### src/hw/dcmbx_defines.svh
// register offsets, field positions, reset values and box numbering of the dual-core mailbox
`ifndef DCMBX_DEFINES_SVH
`define DCMBX_DEFINES_SVH

`define DCMBX_DATA_W        16
`define DCMBX_ADDR_W        6
`define DCMBX_NUM_BOX       4
`define DCMBX_DATA_RESET    16'h0000
`define DCMBX_FLAG_BIT      0

`define DCMBX_OFS_H2D1_FIRST   6'h00
`define DCMBX_OFS_H2D1_SECOND  6'h04
`define DCMBX_OFS_D2H1_FIRST   6'h08
`define DCMBX_OFS_D2H1_SECOND  6'h0C
`define DCMBX_OFS_D2H2_FIRST   6'h10
`define DCMBX_OFS_D2H2_SECOND  6'h14
`define DCMBX_OFS_H2D1_PEND    6'h18
`define DCMBX_OFS_D2H1_PEND    6'h1C
`define DCMBX_OFS_D2H2_PEND    6'h20
`define DCMBX_OFS_H2D2_FIRST   6'h24
`define DCMBX_OFS_H2D2_SECOND  6'h28
`define DCMBX_OFS_H2D2_PEND    6'h2C

`define DCMBX_BOX_H2D1      2'h0
`define DCMBX_BOX_D2H1      2'h1
`define DCMBX_BOX_D2H2      2'h2
`define DCMBX_BOX_H2D2      2'h3
`define DCMBX_HOST_SENDS    4'h9

`endif

### src/hw/dcmbx_pkg.sv
// types shared by the dual-core mailbox modules
package dcmbx_pkg;
`include "dcmbx_defines.svh"

    typedef enum logic [1:0] {
        DCMBX_KIND_NONE,
        DCMBX_KIND_FIRST,
        DCMBX_KIND_SECOND,
        DCMBX_KIND_FLAG
    } dcmbx_kind_t;

    typedef struct packed {
        logic                       sel;
        logic                       wr;
        logic [`DCMBX_ADDR_W-1:0]   addr;
        logic [`DCMBX_DATA_W-1:0]   wdata;
    } dcmbx_req_t;

    typedef struct packed {
        logic [1:0]                 box;
        dcmbx_kind_t                kind;
    } dcmbx_dec_t;

    typedef struct packed {
        logic                       done;
        logic                       abort;
        logic [`DCMBX_DATA_W-1:0]   rdata;
    } dcmbx_rsp_t;

endpackage

### src/hw/dcmbx_box.sv
// one mailbox: two data words and the pending flag that locks them
`timescale 1ns/1ps
`default_nettype none
`include "dcmbx_defines.svh"
module dcmbx_box
    import dcmbx_pkg::*;
#(
    parameter int DATA_W = `DCMBX_DATA_W
) (
    input  wire logic              clk,
    input  wire logic              rst,
    input  wire logic              wr_first,
    input  wire logic              wr_second,
    input  wire logic [DATA_W-1:0] wdata,
    input  wire logic              rd_second_rcv,
    output logic      [DATA_W-1:0] first_q,
    output logic      [DATA_W-1:0] second_q,
    output logic                   pending_q
);
    logic [DATA_W-1:0] first_d;
    logic [DATA_W-1:0] second_d;
    logic              pending_d;

    always_comb begin
        first_d   = first_q;
        second_d  = second_q;
        pending_d = pending_q;
        if (wr_first && !pending_q) begin // RULE5
            first_d = wdata;
        end
        if (rd_second_rcv) begin // RULE3
            pending_d = 1'b0;
        end
        // set after clear so a new message is never lost
        if (wr_second && !pending_q) begin // RULE5
            second_d  = wdata;
            pending_d = 1'b1; // RULE2
        end
    end

    always_ff @(posedge clk or posedge rst) begin
        if (rst) begin
            first_q   <= `DCMBX_DATA_RESET; // RULE17
            second_q  <= `DCMBX_DATA_RESET; // RULE17
            pending_q <= 1'b0;
        end else begin
            first_q   <= first_d;
            second_q  <= second_d;
            pending_q <= pending_d;
        end
    end
endmodule
`default_nettype wire

### src/hw/dcmbx_resp.sv
// registered answer stage of one access port
`timescale 1ns/1ps
`default_nettype none
`include "dcmbx_defines.svh"
module dcmbx_resp
    import dcmbx_pkg::*;
(
    input  wire logic       clk,
    input  wire logic       rst,
    input  wire dcmbx_req_t req,
    input  wire logic       abort_now,
    input  wire logic [`DCMBX_DATA_W-1:0] rdata_now,
    output var dcmbx_rsp_t  rsp_q
);
    dcmbx_rsp_t rsp_d;

    always_comb begin
        rsp_d       = '0;
        rsp_d.done  = req.sel;
        rsp_d.abort = req.sel && req.wr && abort_now; // RULE6
        if (req.sel && !req.wr) begin
            rsp_d.rdata = rdata_now;
        end
    end

    always_ff @(posedge clk or posedge rst) begin
        if (rst) begin
            rsp_q <= '0;
        end else begin
            rsp_q <= rsp_d;
        end
    end
endmodule
`default_nettype wire

### src/hw/dcmbx_top.sv
// dual-core mailbox: host-side and dsp-side register ports, four mailboxes, interrupt lines
// Notes on behaviour
// RULE1 - host write of a host-to-dsp second word interrupts the dsp; first word does not
// RULE2 - writing a second word sets that mailbox's pending flag
// RULE3 - receiver reading the second word clears the pending flag
// RULE4 - sender reading the second word leaves the flag alone
// RULE5 - while pending, sender writes to either data word are dropped
// RULE6 - a dropped write answers the writer with a time-out abort
// RULE7 - sender can still read its own locked data words
// RULE8 - flag registers are read only; writes do nothing
// RULE9 - sender writes first word before second; second write locks the mailbox
// RULE10 - sender polls the flag and starts a new message only once cleared
// RULE11 - software enables each mailbox interrupt as level sensitive before use
// RULE12 - interrupt is a level held until the receiver's read; masking never cancels it
// RULE13 - two dsp-to-host mailboxes interrupt the host with the same lock sequence
// RULE14 - each direction written only by its sender, read by its receiver
// RULE15 - each register holds 16 data bits on a 32-bit aligned word
// RULE16 - twelve registers at fixed word offsets from the mailbox base
// RULE17 - all data words reset to zero
// RULE18 - pending flag sits in bit 0 of its flag register, other bits zero
`timescale 1ns/1ps
`default_nettype none
`include "dcmbx_defines.svh"
module dcmbx_top
    import dcmbx_pkg::*;
#(
    parameter int DATA_W = `DCMBX_DATA_W, // RULE15
    parameter int ADDR_W = `DCMBX_ADDR_W
) (
    input  wire logic              MCLK,
    input  wire logic              RST,
    input  wire logic              H_SEL,
    input  wire logic              H_WR,
    input  wire logic [ADDR_W-1:0] H_ADDR,
    input  wire logic [DATA_W-1:0] H_WDATA,
    output logic      [DATA_W-1:0] H_RDATA,
    output logic                   H_DONE,
    output logic                   H_ABORT,
    input  wire logic              D_SEL,
    input  wire logic              D_WR,
    input  wire logic [ADDR_W-1:0] D_ADDR,
    input  wire logic [DATA_W-1:0] D_WDATA,
    output logic      [DATA_W-1:0] D_RDATA,
    output logic                   D_DONE,
    output logic                   D_ABORT,
    output logic      [1:0]        DSP_IRQ,
    output logic      [1:0]        HOST_IRQ
);
    localparam int NB = `DCMBX_NUM_BOX;
    localparam logic [NB-1:0] HOST_SENDS = `DCMBX_HOST_SENDS;

    dcmbx_req_t        h_req;
    dcmbx_req_t        d_req;
    dcmbx_dec_t        h_dec;
    dcmbx_dec_t        d_dec;
    dcmbx_rsp_t        h_rsp_q;
    dcmbx_rsp_t        d_rsp_q;
    logic [NB-1:0]     box_wr_first;
    logic [NB-1:0]     box_wr_second;
    logic [NB-1:0]     box_rd_rcv;
    logic [NB-1:0]     pending_q;
    logic [DATA_W-1:0] box_wdata  [NB];
    logic [DATA_W-1:0] first_q    [NB];
    logic [DATA_W-1:0] second_q   [NB];
    logic              h_abort_now;
    logic              d_abort_now;
    logic [DATA_W-1:0] h_rdata_now;
    logic [DATA_W-1:0] d_rdata_now;

    // fixed offset map; misaligned or unlisted offsets decode as no register
    function automatic dcmbx_dec_t reg_decode(input logic [ADDR_W-1:0] addr);
        dcmbx_dec_t dec;
        dec.box  = 2'h0;
        dec.kind = DCMBX_KIND_NONE;
        case (addr) // RULE16
            `DCMBX_OFS_H2D1_FIRST: begin
                dec.box  = `DCMBX_BOX_H2D1;
                dec.kind = DCMBX_KIND_FIRST;
            end
            `DCMBX_OFS_H2D1_SECOND: begin
                dec.box  = `DCMBX_BOX_H2D1;
                dec.kind = DCMBX_KIND_SECOND;
            end
            `DCMBX_OFS_D2H1_FIRST: begin
                dec.box  = `DCMBX_BOX_D2H1;
                dec.kind = DCMBX_KIND_FIRST;
            end
            `DCMBX_OFS_D2H1_SECOND: begin
                dec.box  = `DCMBX_BOX_D2H1;
                dec.kind = DCMBX_KIND_SECOND;
            end
            `DCMBX_OFS_D2H2_FIRST: begin
                dec.box  = `DCMBX_BOX_D2H2;
                dec.kind = DCMBX_KIND_FIRST;
            end
            `DCMBX_OFS_D2H2_SECOND: begin
                dec.box  = `DCMBX_BOX_D2H2;
                dec.kind = DCMBX_KIND_SECOND;
            end
            `DCMBX_OFS_H2D1_PEND: begin
                dec.box  = `DCMBX_BOX_H2D1;
                dec.kind = DCMBX_KIND_FLAG;
            end
            `DCMBX_OFS_D2H1_PEND: begin
                dec.box  = `DCMBX_BOX_D2H1;
                dec.kind = DCMBX_KIND_FLAG;
            end
            `DCMBX_OFS_D2H2_PEND: begin
                dec.box  = `DCMBX_BOX_D2H2;
                dec.kind = DCMBX_KIND_FLAG;
            end
            `DCMBX_OFS_H2D2_FIRST: begin
                dec.box  = `DCMBX_BOX_H2D2;
                dec.kind = DCMBX_KIND_FIRST;
            end
            `DCMBX_OFS_H2D2_SECOND: begin
                dec.box  = `DCMBX_BOX_H2D2;
                dec.kind = DCMBX_KIND_SECOND;
            end
            `DCMBX_OFS_H2D2_PEND: begin
                dec.box  = `DCMBX_BOX_H2D2;
                dec.kind = DCMBX_KIND_FLAG;
            end
            default: begin
                dec.box  = 2'h0;
                dec.kind = DCMBX_KIND_NONE;
            end
        endcase
        return dec;
    endfunction

    // both sides may read every register, locked or not
    function automatic logic [DATA_W-1:0] reg_read(input dcmbx_dec_t dec,
                                                   input logic [DATA_W-1:0] fw,
                                                   input logic [DATA_W-1:0] sw,
                                                   input logic pend);
        logic [DATA_W-1:0] val;
        val = '0;
        case (dec.kind)
            DCMBX_KIND_FIRST:  val = fw; // RULE7
            DCMBX_KIND_SECOND: val = sw; // RULE7
            DCMBX_KIND_FLAG:   val[`DCMBX_FLAG_BIT] = pend; // RULE18
            default:           val = '0;
        endcase
        return val;
    endfunction

    // a data access by the owning side that hits a locked mailbox; dcmbx_resp keeps only the writes
    function automatic logic locked_hit(input dcmbx_dec_t dec,
                                        input logic owner,
                                        input logic pend);
        logic hit;
        hit = 1'b0;
        if (owner && pend &&
            (dec.kind == DCMBX_KIND_FIRST || dec.kind == DCMBX_KIND_SECOND)) begin
            hit = 1'b1; // RULE5
        end
        return hit;
    endfunction

    always_comb begin
        h_req.sel   = H_SEL;
        h_req.wr    = H_WR;
        h_req.addr  = H_ADDR;
        h_req.wdata = H_WDATA;
        d_req.sel   = D_SEL;
        d_req.wr    = D_WR;
        d_req.addr  = D_ADDR;
        d_req.wdata = D_WDATA;
        h_dec       = reg_decode(H_ADDR);
        d_dec       = reg_decode(D_ADDR);
    end

    // per-box strobes; only the sender's writes reach a box, flag offsets fall through
    always_comb begin // RULE8
        for (int b = 0; b < NB; b++) begin
            logic h_here;
            logic d_here;
            h_here = h_req.sel && (h_dec.box == 2'(b));
            d_here = d_req.sel && (d_dec.box == 2'(b));
            if (HOST_SENDS[b]) begin
                // host-to-dsp box: host writes, dsp reads and clears
                box_wr_first[b]  = h_here && h_req.wr && h_dec.kind == DCMBX_KIND_FIRST; // RULE14
                box_wr_second[b] = h_here && h_req.wr && h_dec.kind == DCMBX_KIND_SECOND; // RULE1
                box_rd_rcv[b]    = d_here && !d_req.wr && d_dec.kind == DCMBX_KIND_SECOND; // RULE4
                box_wdata[b]     = h_req.wdata;
            end else begin
                // dsp-to-host box: the same sequence, roles swapped
                box_wr_first[b]  = d_here && d_req.wr && d_dec.kind == DCMBX_KIND_FIRST; // RULE14
                box_wr_second[b] = d_here && d_req.wr && d_dec.kind == DCMBX_KIND_SECOND; // RULE13
                box_rd_rcv[b]    = h_here && !h_req.wr && h_dec.kind == DCMBX_KIND_SECOND; // RULE4
                box_wdata[b]     = d_req.wdata;
            end
        end
    end

    for (genvar g = 0; g < NB; g++) begin : g_box
        dcmbx_box #(
            .DATA_W        (DATA_W)
        ) u_box (
            .clk           (MCLK),
            .rst           (RST),
            .wr_first      (box_wr_first[g]),
            .wr_second     (box_wr_second[g]),
            .wdata         (box_wdata[g]),
            .rd_second_rcv (box_rd_rcv[g]),
            .first_q       (first_q[g]),
            .second_q      (second_q[g]),
            .pending_q     (pending_q[g])
        );
    end

    // flag writes and writes by the non-owning side are dropped silently
    always_comb begin
        h_rdata_now = reg_read(h_dec, first_q[h_dec.box], second_q[h_dec.box], pending_q[h_dec.box]);
        d_rdata_now = reg_read(d_dec, first_q[d_dec.box], second_q[d_dec.box], pending_q[d_dec.box]);
        h_abort_now = locked_hit(h_dec, HOST_SENDS[h_dec.box], pending_q[h_dec.box]); // RULE6
        d_abort_now = locked_hit(d_dec, !HOST_SENDS[d_dec.box], pending_q[d_dec.box]); // RULE6
    end

    dcmbx_resp u_host_resp (
        .clk       (MCLK),
        .rst       (RST),
        .req       (h_req),
        .abort_now (h_abort_now),
        .rdata_now (h_rdata_now),
        .rsp_q     (h_rsp_q)
    );

    dcmbx_resp u_dsp_resp (
        .clk       (MCLK),
        .rst       (RST),
        .req       (d_req),
        .abort_now (d_abort_now),
        .rdata_now (d_rdata_now),
        .rsp_q     (d_rsp_q)
    );

    // interrupts are the pending flags themselves: a level, so a masked one is never lost
    always_comb begin
        H_RDATA  = h_rsp_q.rdata;
        H_DONE   = h_rsp_q.done;
        H_ABORT  = h_rsp_q.abort;
        D_RDATA  = d_rsp_q.rdata;
        D_DONE   = d_rsp_q.done;
        D_ABORT  = d_rsp_q.abort;
        DSP_IRQ  = {pending_q[`DCMBX_BOX_H2D2], pending_q[`DCMBX_BOX_H2D1]}; // RULE12
        HOST_IRQ = {pending_q[`DCMBX_BOX_D2H2], pending_q[`DCMBX_BOX_D2H1]}; // RULE12
    end
endmodule
`default_nettype wire

### config.mk
export PLATFORM = sky130hd
export DESIGN_NAME = dcmbx_top
export DESIGN_NICKNAME = d
export VERILOG_FILES = /design/src/hw/dcmbx_pkg.sv /design/src/hw/dcmbx_box.sv /design/src/hw/dcmbx_resp.sv /design/src/hw/dcmbx_top.sv
export VERILOG_INCLUDE_DIRS = /design/src /design/src/hw
export SDC_FILE = /design/constraint.sdc
export NUM_CORES = 1
export LEC_CHECK = 0
export BUFFER_PORTS_ARGS = -buffer_cell sky130_fd_sc_hd__buf_4
export CORE_ASPECT_RATIO = 1.5
export CORE_MARGIN = 2
export CORE_UTILIZATION = 45
export CTS_CLUSTER_DIAMETER = 40
export DETAILED_ROUTE_END_ITERATION = 8
export GPL_ROUTABILITY_DRIVEN = 0
export PLACE_DENSITY = 0.71
export SETUP_SLACK_MARGIN = 0.5
export SLEW_MARGIN = 10
export SYNTH_ARGS = -nofsm -noshare
export SYNTH_HDL_FRONTEND = slang
export SYNTH_SLANG_ARGS = --single-unit
### constraint.sdc
create_clock -name MCLK -period 4.5 [get_ports MCLK]
set_input_delay 0.225 -clock MCLK [delete_from_list [all_inputs] [get_ports MCLK]]
set_output_delay 0.225 -clock MCLK [all_outputs]
set_load 0.01 [all_outputs]
==> After elaboration in Yosys (flattened, before gate mapping) <==
Index checks and enable logic that the tools add are counted.
{ "totals": {"reg_bits": 168, "input_bits": 50, "out_inout_bits": 40, "elab_cells": 159} }
{ "classes": {"order_cmp": 4, "eq_ne": 34, "muxes": 38, "bitwise_logic": 2, "reduce_logical": 63} }
{ "op_table": {"columns": ["operator", "n"], "rows": [
  ["2-to-1 mux 16 bit", 10],
  ["binary-select mux 16 bit (select 2 bit)", 4],
  ["one-hot mux 4 bit (12 select lines)", 2],
  ["one-hot mux 15 bit (2 select lines)", 2],
  ["== test 6 x 5 -> 1 bit, second input constant", 8],
  ["== test 6 bit, second input constant", 8],
  ["logical AND 1 bit", 46],
  ["== test 6 x 4 -> 1 bit, second input constant", 4],
  ["== test 2 bit, second input constant", 8],
  ["2-to-1 mux 1 bit", 14],
  ["== test 6 x 3 -> 1 bit, second input constant", 2],
  ["logical NOT 6 bit", 2],
  ["binary-select mux 1 bit (select 2 bit)", 4],
  ["== test 2 x 1 -> 1 bit, second input constant", 4],
  ["nonzero test 2 bit", 4],
  ["logical NOT 1 bit", 7],
  [">= comparator 3 bit, second input constant", 2],
  ["< comparator 2 x 3 -> 1 bit, second input constant", 2],
  ["inverter 2 -> 3 bit", 2],
  ["one-hot mux 1 bit (3 select lines)", 2],
  ["logical NOT 2 bit", 2],
  ["logical OR 1 bit", 2]
]} }

==> Logic depth before layout (Yosys ltp) <==
Gate-level depths: netlist of the first run.
{ "depth": {"ltp_word": 9, "mapped_depth": 13, "depth_no_buf": 10} }

==> Modules after synthesis <==
From an unflattened synthesis of the first run, not the netlist that was laid out.
{ "unflattened": {"hier_cells": 702, "area_unflattened_um2": 9555.4} }
{ "modules_own_cells": {"columns": ["mod", "instances", "cells_each", "area_per_inst_um2", "seq_area_each_um2"], "rows": [
  ["dcmbx_box", 4, 74, 1343.8, 825.8],
  ["dcmbx_top", 1, 330, 2916.5, 0.0],
  ["dcmbx_resp", 2, 38, 631.9, 450.4]
]} }

==> Worst setup path after synthesis of the first run <==
OpenSTA, ideal clock, no wires.
{ "synth_path": {"path_kind": "input port to flip-flop", "start": "input D_ADDR[5]", "end": "register g_box[1].u_box.second_q[0]", "setup_ps": 125, "arrival_time_ps": 2570, "t_required_ps": 4375, "slack_ps": 1805, "stages": 11, "path_buffers": 3, "cell_sequence": "buf_2 or3b_4 a21oi_4 inv_1 clkbuf_1 ha_1 nand3_1 nor2_1 nand2_1 clkbuf_1 mux2_2"} }
{ "synth_between": {"elab_chain_len": 7, "word_cells_on_any_way": 19, "cone_classes": "13 x eq/ne; 1 x mux; 5 x reduce/logical"} }
{ "synth_rtl": {"columns": ["element", "line", "text"], "rows": [
  ["from (decl)", "dcmbx_top.sv:41", "input wire logic [ADDR_W-1:0] D_ADDR,"],
  ["== test 6 bit (tied with other cells)", "dcmbx_top.sv:75", "case (addr)"],
  ["one-hot mux 4 bit (12 select lines) *", "dcmbx_top.sv:75", null],
  ["== test 2 x 1 -> 1 bit", "dcmbx_top.sv:180", "d_here = d_req.sel && (d_dec.box == 2'(b));"],
  ["logical AND 1 bit", "dcmbx_top.sv:180", null],
  ["logical AND 1 bit", "dcmbx_top.sv:190", "box_wr_second[b] = d_here && d_req.wr && d_dec.kind == DCMBX_KIND_SECOND;"],
  ["logical AND 1 bit *", "dcmbx_top.sv:190", null],
  ["logical AND 1 bit *", "dcmbx_box.sv:35", "if (wr_second && !pending_q) begin"],
  ["to (signal assigned)", "dcmbx_box.sv:44", "second_q <= `DCMBX_DATA_RESET;"],
  ["to (signal assigned)", "dcmbx_box.sv:48", "second_q <= second_d;"],
  ["to (decl)", "dcmbx_box.sv:17", "output logic [DATA_W-1:0] second_q,"]
]} }
Every way passes the cells marked *; elsewhere a longest branch is shown, timed or not.
A chain may end at the register's enable or synchronous reset.

==> Final worst setup path of the first run <==
{ "layout_path": {"start": "input H_ADDR[1]", "end": "register g_box[0].u_box.second_q[2]"} }
{ "layout_between": {"elab_chain_len": 7, "word_cells_on_any_way": 19, "cone_classes": "12 x eq/ne; 1 x mux; 6 x reduce/logical"} }
{ "layout_rtl": {"columns": ["element", "line", "text"], "rows": [
  ["from (decl)", "dcmbx_top.sv:34", "input wire logic [ADDR_W-1:0] H_ADDR,"],
  ["== test 6 bit (tied with other cells)", "dcmbx_top.sv:75", null],
  ["one-hot mux 4 bit (12 select lines) *", "dcmbx_top.sv:75", null],
  ["logical NOT 2 bit", "dcmbx_top.sv:179", "h_here = h_req.sel && (h_dec.box == 2'(b));"],
  ["logical AND 1 bit", "dcmbx_top.sv:179", null],
  ["logical AND 1 bit", "dcmbx_top.sv:184", "box_wr_second[b] = h_here && h_req.wr && h_dec.kind == DCMBX_KIND_SECOND;"],
  ["logical AND 1 bit *", "dcmbx_top.sv:184", null],
  ["logical AND 1 bit *", "dcmbx_box.sv:35", null],
  ["to (signal assigned)", "dcmbx_box.sv:44", null],
  ["to (signal assigned)", "dcmbx_box.sv:48", null],
  ["to (decl)", "dcmbx_box.sv:17", null]
]} }
Marked as above.

==> impl_metrics.tcl, run 1 <==
set metrics [dict create \
    synth.most_common_cell "dfrtp_1" \
    synth_nets 748 \
    slew_violations 0 \
    ff2ff_setup_slack_ns 2.37 \
    status "complete, but fails checks" \
    antenna_cells 0 \
    synthToLayoutAreaGrowth_pct 17.4 \
    viasPerCell 6.08 \
    synth_edf_count 0 \
    hold_viol 21 \
    r2r_end "g_box[3].u_box.second_q[12]" \
    pre_cts_slack_ns 1.03 \
    wl_mm 22.9 \
    finalCritPeriodShare_pct 66.6 \
    clock_skew_ns 0.0126 \
    worstRegToRegCells 3 \
    cp_max_fo 19 \
    grt_max_degree 169 \
    synthTopCellsByArea "dfrtp_1 49%, mux2_2 21%, mux4_2 7.9%, ha_1 2.3%, o21ai_0 2.0%" \
    core_um2 18600 \
    synth-seq-area-share_pct 48.9 \
    postCtsHoldBufs 2 \
    nets 822 \
    async_reset_ff_share_pct 100 \
    ys_types 47 \
    cp-start-kind "primary input" \
    die_area_um2 20300 \
    cts_resized 0 \
    ys_ff_latch 168 \
    antenna_found_initial 0 \
    drc 0 \
    busiest_layer "met2" \
    ys_warn_count 0 \
    htree_num_levels 4 \
    drive_above_1_share_pct 43.2 \
    ios 90 \
    rows 61 \
    grtUsageMet2_pct 39.9 \
    grt_pass1_vias 6612 \
    root_buffer "clkbuf_16" \
    die_h_um 173 \
    clkSinkCount 168 \
    met1_usage_pct 28.1 \
    hp-class "in2async" \
    cts_buffers 17 \
    routedWlPerCell_um 22.4 \
    whs_ns -0.0613 \
    slew_headroom_pct 20.8 \
    netlist_area_um2 8600 \
    gr-usage-all-layers_pct 23.6 \
    vdd_ir_drop_max_mv 0.232 \
    grtUsageMet3_pct 4.13 \
    cts_tree "built" \
    die_w_um 117 \
    required_ns 4.81 \
    vias 6211 \
    numPortBuffers 89 \
    power_per_cell_area_nw_per_um2 376 \
    yosysTopAreaCellShare_pct 48.9 \
    firstDrtPassIters 4 \
    violations "hold timing" \
    arrival_ns 3.31 \
    cp_slowest_cell "nand2_1" \
    cp_cell_sequence "buf_4, nor2_1, o21a_2, clkinv_2, ha_1, nor3b_1, nand2_1, mux2_2" \
    cp-end-kind "flop" \
    path_clk_slew_ns 0.06 \
    cap_violations 0 \
    synthFlopType "dfrtp_1" \
    slowest_delay_ns 0.86 \
    drt-initial-drc-count 494 \
    start_util_pct 46.2 \
    post-cts-setup-buffers 0 \
    min_period_ns 3.00 \
    p_leak_nw 4.72 \
    final.setup.tns_ns 0 \
    clock_latency_ns 0.43 \
    endpoint "g_box[0].u_box.second_q[2]" \
    syn_avg_cell_area_um2 12.6 \
    rsz0062_at_grt "false" \
    dpl.hpwl_mm 14.2 \
    startpoint "H_ADDR[1]" \
    power_mw 3.80 \
    grt_overflow 0 \
    worst_slew_pin_slew_ns 1.19 \
    grt_pass1_wl_mm 36.1 \
    setup_violations 0 \
    detail-route-antenna-nets 0 \
    netlist_instances 682 \
    setup_ws_ns 1.50 \
    worstSetupPathType "in2reg" \
    yosys-top-cells-count "168 x dfrtp_1, 158 x mux2_2, 36 x nand2_1, 36 x nor2_1, 35 x o21ai_0" \
    clock_path_buffers 2 \
    fmax_mhz 334 \
    reg2reg_from "g_box[3].u_box.pending_q" \
    synth_top_cell_by_area "dfrtp_1" \
]
where the power goes:
part / total (mW) / internal (mW) / switching (mW)
clock: 1.49 / 0.846 / 0.641
sequential: 1.75 / 1.64 / 0.107
combinational: 0.562 / 0.315 / 0.247
worst min-delay path by stage:
stage	start	endpoint	slack, ns	cells after the start
2_1_floorplan	D_SEL	u_dsp_resp.rsp_q[17]	0.26	0
3_3_place_gp	H_SEL	u_host_resp.rsp_q[17]	0.36	1
3_5_place_dp	H_SEL	u_host_resp.rsp_q[17]	0.36	1
4_1_cts	D_WR	u_dsp_resp.rsp_q[0]	0.01	2
5_1_grt	D_WR	u_dsp_resp.rsp_q[0]	0.02	2
6_report	RST	u_host_resp.rsp_q[0]	-0.06	3
sequential cells by signal (all words and copies together), names as in the netlist:
name	cells
g_box.u_box.first_q	64
g_box.u_box.pending_q	4
g_box.u_box.second_q	64
u_dsp_resp.rsp_q	18
u_host_resp.rsp_q	18
critical path: cells and delay by family:
family,cells,cell delay (ns)
AND/OR/NAND/NOR,3,1.21
AO/OA/AOI/OAI,1,0.65
buffers and inverters,2,0.49
multiplexers,1,0.43
adder cells (fa/ha/maj),1,0.29
cell usage in the layout (no fill, tap or decap), drive strengths merged, types with 5 or more instances in the layout:
| master | instances |
|---|---|
| nor2b | 7 |
| mux2i | 12 |
| clkinv | 5 |
| nor2 | 36 |
| mux4 | 30 |
| a21oi | 14 |
| a22o | 15 |
| o21ai | 36 |
| mux2 | 158 |
| inv | 19 |
| nand3 | 27 |
| ha | 16 |
| nor3 | 7 |
| buf | 97 |
| nand2 | 36 |
| clkbuf | 18 |
| a221oi | 15 |
| dfrtp | 168 |
| a31oi | 8 |
cells by family (layout without fill, tap and decap cells):
group	after synthesis	count (layout)	synth area share (%)
multiplexers	200	200	29.9
AND/OR/NAND/NOR	134	134	7.34
flip-flops	168	168	48.9
AO/OA/AOI/OAI	105	105	8.44
adder cells (fa/ha/maj)	16	16	2.33
buffers and inverters	59	146	3.10
routing by layer:
metal	wire length, um	vias to the layer above	part of all wire [%]
li1	-	2673	-
met1	8630	3175	38
met2	12000	282	52
met3	1180	81	5.2
met4	1090	0	4.8
met5	0	-	0
cell type report:
type	instances	area, um2
timing repair buffer	99	761
tap	252	315
multi-input combinational	455	4160
sequential	168	4200
inverter	15	61.3
fill	1595	8520
clock inverter	14	160
clock buffer	18	439
through the flow:
stage	util (%)	cell area [um2]	hold slack (ns)	std cells
after floorplan	-	8610	0.256	682
after global placement	50.9	9480	0.362	987
after detailed placement	50.9	9480	0.365	987
after CTS	54.2	10100	0.00980	1021
after global routing	54.2	10100	0.0163	1021
final	54.2	10100	-0.0613	1021
Power figures use the tool's default switching activity.
==> run 2: changes to the inputs <==
PLACE_DENSITY = 0.69   (was 0.71)
clock period = 2.8 ns   (was 4.5 ns; I/O delays follow)
==> run 2 against run 1 <==
  * The run still ends with hold timing left
  * Via count up 2.9%
  * Hold slack worse by 0.061 ns
  * Utilization up 2.7 points
  * Sequential share of layout area down 2.0 points
  * First-iteration DRC count up 3.6%
  * Routed wire length up 2.4%
  * Sequential power up 61%
  * Clock skew down 0.0021 ns
  * Clock-buffer cell count up 2
  * Setup slack worse by 0.83 ns
  * Critical endpoint is now u_dsp_resp.rsp_q[14]
  * Highest routed layer unchanged
==> impl_metrics.tcl, run 2 (synthesis gave the netlist of run 1 again) <==
set metrics [dict create \
    status "complete, but fails checks" \
    violations "hold timing" \
    clock_skew_ns 0.0105 \
    cts_tree "built" \
    cpLargestDelayFamily "simple AND/OR/NAND/NOR gates" \
    cp-start-kind "primary input" \
    worstSetupPathType "in2reg" \
    fillers 1571 \
    drc 0 \
    grt_pass1_wl_mm 36.4 \
    drt-initial-drc-count 512 \
    combPwrFrac_pct 15.9 \
    cp_cell_sequence "buf_4, or2_2, a21oi_1, a221o_1, and2_1, ha_1, or3_1, a221oi_1" \
    vias 6392 \
    path_clk_slew_ns 0.07 \
    hp-class "in2async" \
    vdd_ir_drop_max_mv 0.379 \
    fin_cells 1078 \
    detail-route-antenna-nets 0 \
    antenna_cells 0 \
    clkSinkCount 168 \
    final.setup.tns_ns 0 \
    required_ns 3.12 \
    hold_viol 28 \
    root_buffer "clkbuf_16" \
    routedWlPerCell_um 21.7 \
    clock_path_buffers 2 \
    cap_violations 0 \
    viasPerCell 5.93 \
    numPortBuffers 89 \
    reg.largest.list "g_box.u_box.first_q (64), g_box.u_box.second_q (64)" \
    p_leak_nw 4.96 \
    worst_slew_pin_slew_ns 0.968 \
    cp-end-kind "flop" \
    ios 90 \
    fmax_mhz 471 \
    rsz0062_at_grt "false" \
    layout_common_cells "168 x dfrtp_1, 158 x mux2_2, 119 x buf_4" \
    setup_ws_ns 0.677 \
    whs_ns -0.122 \
    min_period_ns 2.12 \
    core_um2 18600 \
    die_w_um 117 \
    cp_max_fo 15 \
    slowest_delay_ns 0.74 \
    cts_buffers 17 \
    p_int_mw 4.44 \
    netSwitchingPower_mw 1.57 \
    nets 880 \
    setup_violations 0 \
    synthToLayoutAreaGrowth_pct 23.3 \
    grt_overflow 0 \
    finalInstanceArea_um2 10600 \
    arrival_ns 2.44 \
    path_buf_inv 1 \
    slew_violations 0 \
    slew_headroom_pct 35.5 \
    cp_slowest_cell "or3_1" \
    drive_above_1_share_pct 43.2 \
    power_per_cell_area_nw_per_um2 567 \
    start_util_pct 46.2 \
    antenna_found_initial 0 \
    firstDrtPassIters 5 \
    wl_mm 23.4 \
    power_mw 6.01 \
    dp_cells 1012 \
    grt_max_degree 169 \
    swShare_pct 26.1 \
    pre_cts_slack_ns 0.279 \
    cts_resized 0 \
    clockPowerShare_pct 37.4 \
    p_seq_share_pct 46.7 \
    dpl.hpwl_mm 15.7 \
    gr-usage-all-layers_pct 23.9 \
    grt_pass1_vias 6731 \
    finish.utilization_pct 57.0 \
    post_dp_cell_area_um2 9690 \
    die_h_um 173 \
    htree_num_levels 4 \
    finalCritPeriodShare_pct 75.8 \
    clock_latency_ns 0.44 \
    rows 61 \
    die_area_um2 20300 \
    mostFrequentLayoutCell "dfrtp_1" \
]
run 2: area by class of cell:
type,instances,area [um2],area share (%)
repair buffers,157,1300,12.3
multi-input cells,455,4160,39.2
flip-flops and latches,168,4200,39.6
inverters,15,61.3,0.578
clock buffers,20,447,4.21
well taps,252,315,2.97
clock inverters,11,116,1.10
run 2: what timing repair did:
| item | CTS | global route |
|---|---|---|
| hold buffers | 35 | 0 |
| setup endpoints to repair | 0 | 0 |
| endpoints found under the hold margin | 131 | 0 |
| buffers inserted | 0 | 0 |
run 2: final timing paths:
| check | start | endpoint | slack, ns | cells after the start |
|---|---|---|---|---|
| worst max-delay path | D_ADDR[3] | u_dsp_resp.rsp_q[14] | 0.68 | 8 |
| worst min-delay path | RST | u_host_resp.rsp_q[17] | -0.12 | 3 |
| worst max register to register | g_box[0].u_box.pending_q | g_box[0].u_box.second_q[1] | 1.04 | 4 |
| worst min register to register | g_box[3].u_box.first_q[8] | g_box[3].u_box.first_q[8] | 0.53 | 1 |
| max in group asynchronous | RST | g_box[3].u_box.second_q[11] | 2.16 | 3 |
| min in group MCLK | H_WR | u_host_resp.rsp_q[0] | 0.03 | 3 |
run 2: power groups by stage:
stage	Combinational, mW	Clock [mW]	Sequential (mW)
final	0.953	2.25	2.81
after global placement	0.884	0	2.82
after global routing	1.03	2.38	2.83
after CTS	0.956	2.28	2.80
after detailed placement	0.912	0	2.85
after floorplan	0.669	0	2.79
run 2: worst min-delay path, delay by kind of cell:
family	cells	cell delay (ns)
buffers and inverters	3	0.69
run 2: per-layer routing:
layer / global-route usage, % / vias up / share of wire [%]
met1: 29.4 / 3275 / 39
met2: 39.3 / 261 / 51
met5: 0 / - / 0
met3: 5.63 / 70 / 6.1
met4: 11.0 / 0 / 4.1
li1: - / 2786 / -
==> run 3: changes to the inputs <==
clock period = 2.1 ns   (was 2.8 ns; I/O delays follow)
==> run 3 against run 2 <==
  * The flow now finishes without violations
  * Design area rose by 11%
  * Critical path depth up 3
  * Clock-buffer cell count increased by 2
  * Utilization is 6.5 points higher
  * Clock power up 33%
  * Non-clock buffer count increased by 33
  * Die area is the same
  * Hold slack better by 0.32 ns
  * Clock skew shrank 0.00097 ns
  * Sequential power grew 34%
  * First-iteration DRC count down 34%
  * Critical endpoint is now g_box[1].u_box.first_q[15]
  * Largest cell class is now multi-input combinational cells
  * Largest power group unchanged
==> impl_metrics.tcl, run 3 (synthesis gave the netlist of run 1 again) <==
set metrics [dict create \
    reg.largest.list "g_box.u_box.first_q (64), g_box.u_box.second_q (64)" \
    antenna_cells 0 \
    vdd_ir_drop_max_mv 0.523 \
    worstRegToRegCells 4 \
    viasPerCell 5.87 \
    start_util_pct 46.2 \
    slew_headroom_pct 51.9 \
    clkSinkCount 168 \
    clock_skew_ns 0.00952 \
    regArea_um2 4200 \
    cts_tree "built" \
    setup_violations 0 \
    grt_pass1_vias 7173 \
    grt_pass1_wl_mm 39.1 \
    fin_cells 1112 \
    cp-start-kind "primary input" \
    clock_path_buffers 2 \
    slew_violations 0 \
    min_period_ns 1.63 \
    netSwitchingPower_mw 2.20 \
    p_leak_nw 5.55 \
    synthToLayoutAreaGrowth_pct 37.4 \
    setup_ws_ns 0.468 \
    pre_cts_slack_ns -0.00178 \
    grt_overflow 0 \
    power_per_cell_area_nw_per_um2 706 \
    firstDrtPassIters 6 \
    cts_buffers 17 \
    finalInstanceArea_um2 11800 \
    numPortBuffers 89 \
    power_mw 8.34 \
    mostFrequentLayoutCell "dfrtp_1" \
    dp_cells 1029 \
    path_clk_slew_ns 0.06 \
    gr-usage-all-layers_pct 25.5 \
    vias 6522 \
    hp-class "in2reg" \
    cap_violations 0 \
    worstSetupPathType "in2reg" \
    core_um2 18600 \
    clock_latency_ns 0.43 \
    swShare_pct 26.4 \
    hold_depth 5 \
    cp-end-kind "flop" \
    cp_max_fo 7 \
    ios 90 \
    rsz0062_at_grt "true" \
    hold_viol 0 \
    status "complete, no violations" \
    root_buffer "clkbuf_16" \
    finish.utilization_pct 63.5 \
    worst_slew_pin_slew_ns 0.720 \
    die_h_um 173 \
    antenna_found_initial 0 \
    clockPowerShare_pct 35.9 \
    die_area_um2 20300 \
    post_dp_cell_area_um2 10600 \
    htree_num_levels 4 \
    drc 0 \
    whs_ns 0.198 \
    routedWlPerCell_um 22.3 \
    wl_mm 24.8 \
    multiInputGateArea_um2 4850 \
    rows 61 \
    dpl.hpwl_mm 16.7 \
    arrival_ns 1.94 \
    detail-route-antenna-nets 0 \
    drive_above_1_share_pct 53.4 \
    fmax_mhz 613 \
    fillers 1414 \
    layout_common_cells "168 x dfrtp_1, 122 x buf_4, 97 x mux2_2, 61 x mux2_4, 37 x dlygate4sd3_1" \
    die_w_um 117 \
    final.setup.tns_ns 0 \
    p_seq_share_pct 45.2 \
    combPwrFrac_pct 18.9 \
    finalCritPeriodShare_pct 77.7 \
    required_ns 2.41 \
    p_int_mw 6.14 \
    drt-initial-drc-count 339 \
    nets 913 \
    grt_max_degree 56 \
]
## run 3: worst max-delay path: stages
cell,delay (ns)
buf_4,0.11
or2_4,0.27
a211oi_4,0.25
buf_6,0.15
buf_4,0.11
ha_4,0.12
nand3_2,0.08
nor2_4,0.15
nand2_4,0.11
buf_12,0.17
mux2_4,0.29
## run 3: power by group through the flow
stage,Combinational (mW),Sequential (mW),Clock [mW]
global placement,1.39,3.80,0
global route,1.68,3.81,3.15
CTS,1.55,3.76,3.03
floorplan,1.08,3.73,0
finish,1.57,3.77,3.00
detailed placement,1.45,3.82,0
## run 3: path summary, 6_finish.rpt
kind / start / endpoint / slack, ns
min: H_ADDR[0] / u_host_resp.rsp_q[0] / 0.20
min in group asynchronous: RST / g_box[3].u_box.first_q[7] / 0.35
min reg2reg: g_box[0].u_box.first_q[11] / g_box[0].u_box.first_q[11] / 0.53
max in group asynchronous: RST / u_dsp_resp.rsp_q[0] / 1.03
max: D_ADDR[1] / g_box[1].u_box.first_q[15] / 0.47
max reg2reg: g_box[3].u_box.pending_q / u_dsp_resp.rsp_q[0] / 0.53
## run 3: final cells by class
class	count	share of cell area, %
Clock buffer	22	3.93
Clock inverter	10	0.804
Inverter	15	0.635
Multi-Input combinational cell	455	41.0
Sequential cell	168	35.6
Tap cell	252	2.67
Timing Repair Buffer	190	15.4
## run 3: timing repair
item	4_1_cts	5_1_grt
setup buffers	4	9
setup endpoints to repair	56	103
pin swaps	4	7
gates cloned	1	0
gates resized for setup	12	25
hold endpoints to repair	158	0
hold buffers	37	0
## run 3: metal layers
| metal | part of all wire, % | track usage [%] | vias up |
|---|---|---|---|
| met1 | 39 | 31.6 | 3358 |
| met4 | 3.5 | 11.0 | 0 |
| met5 | 0 | 0 | - |
| li1 | - | - | 2863 |
| met2 | 52 | 43.3 | 243 |
| met3 | 4.7 | 4.23 | 58 |
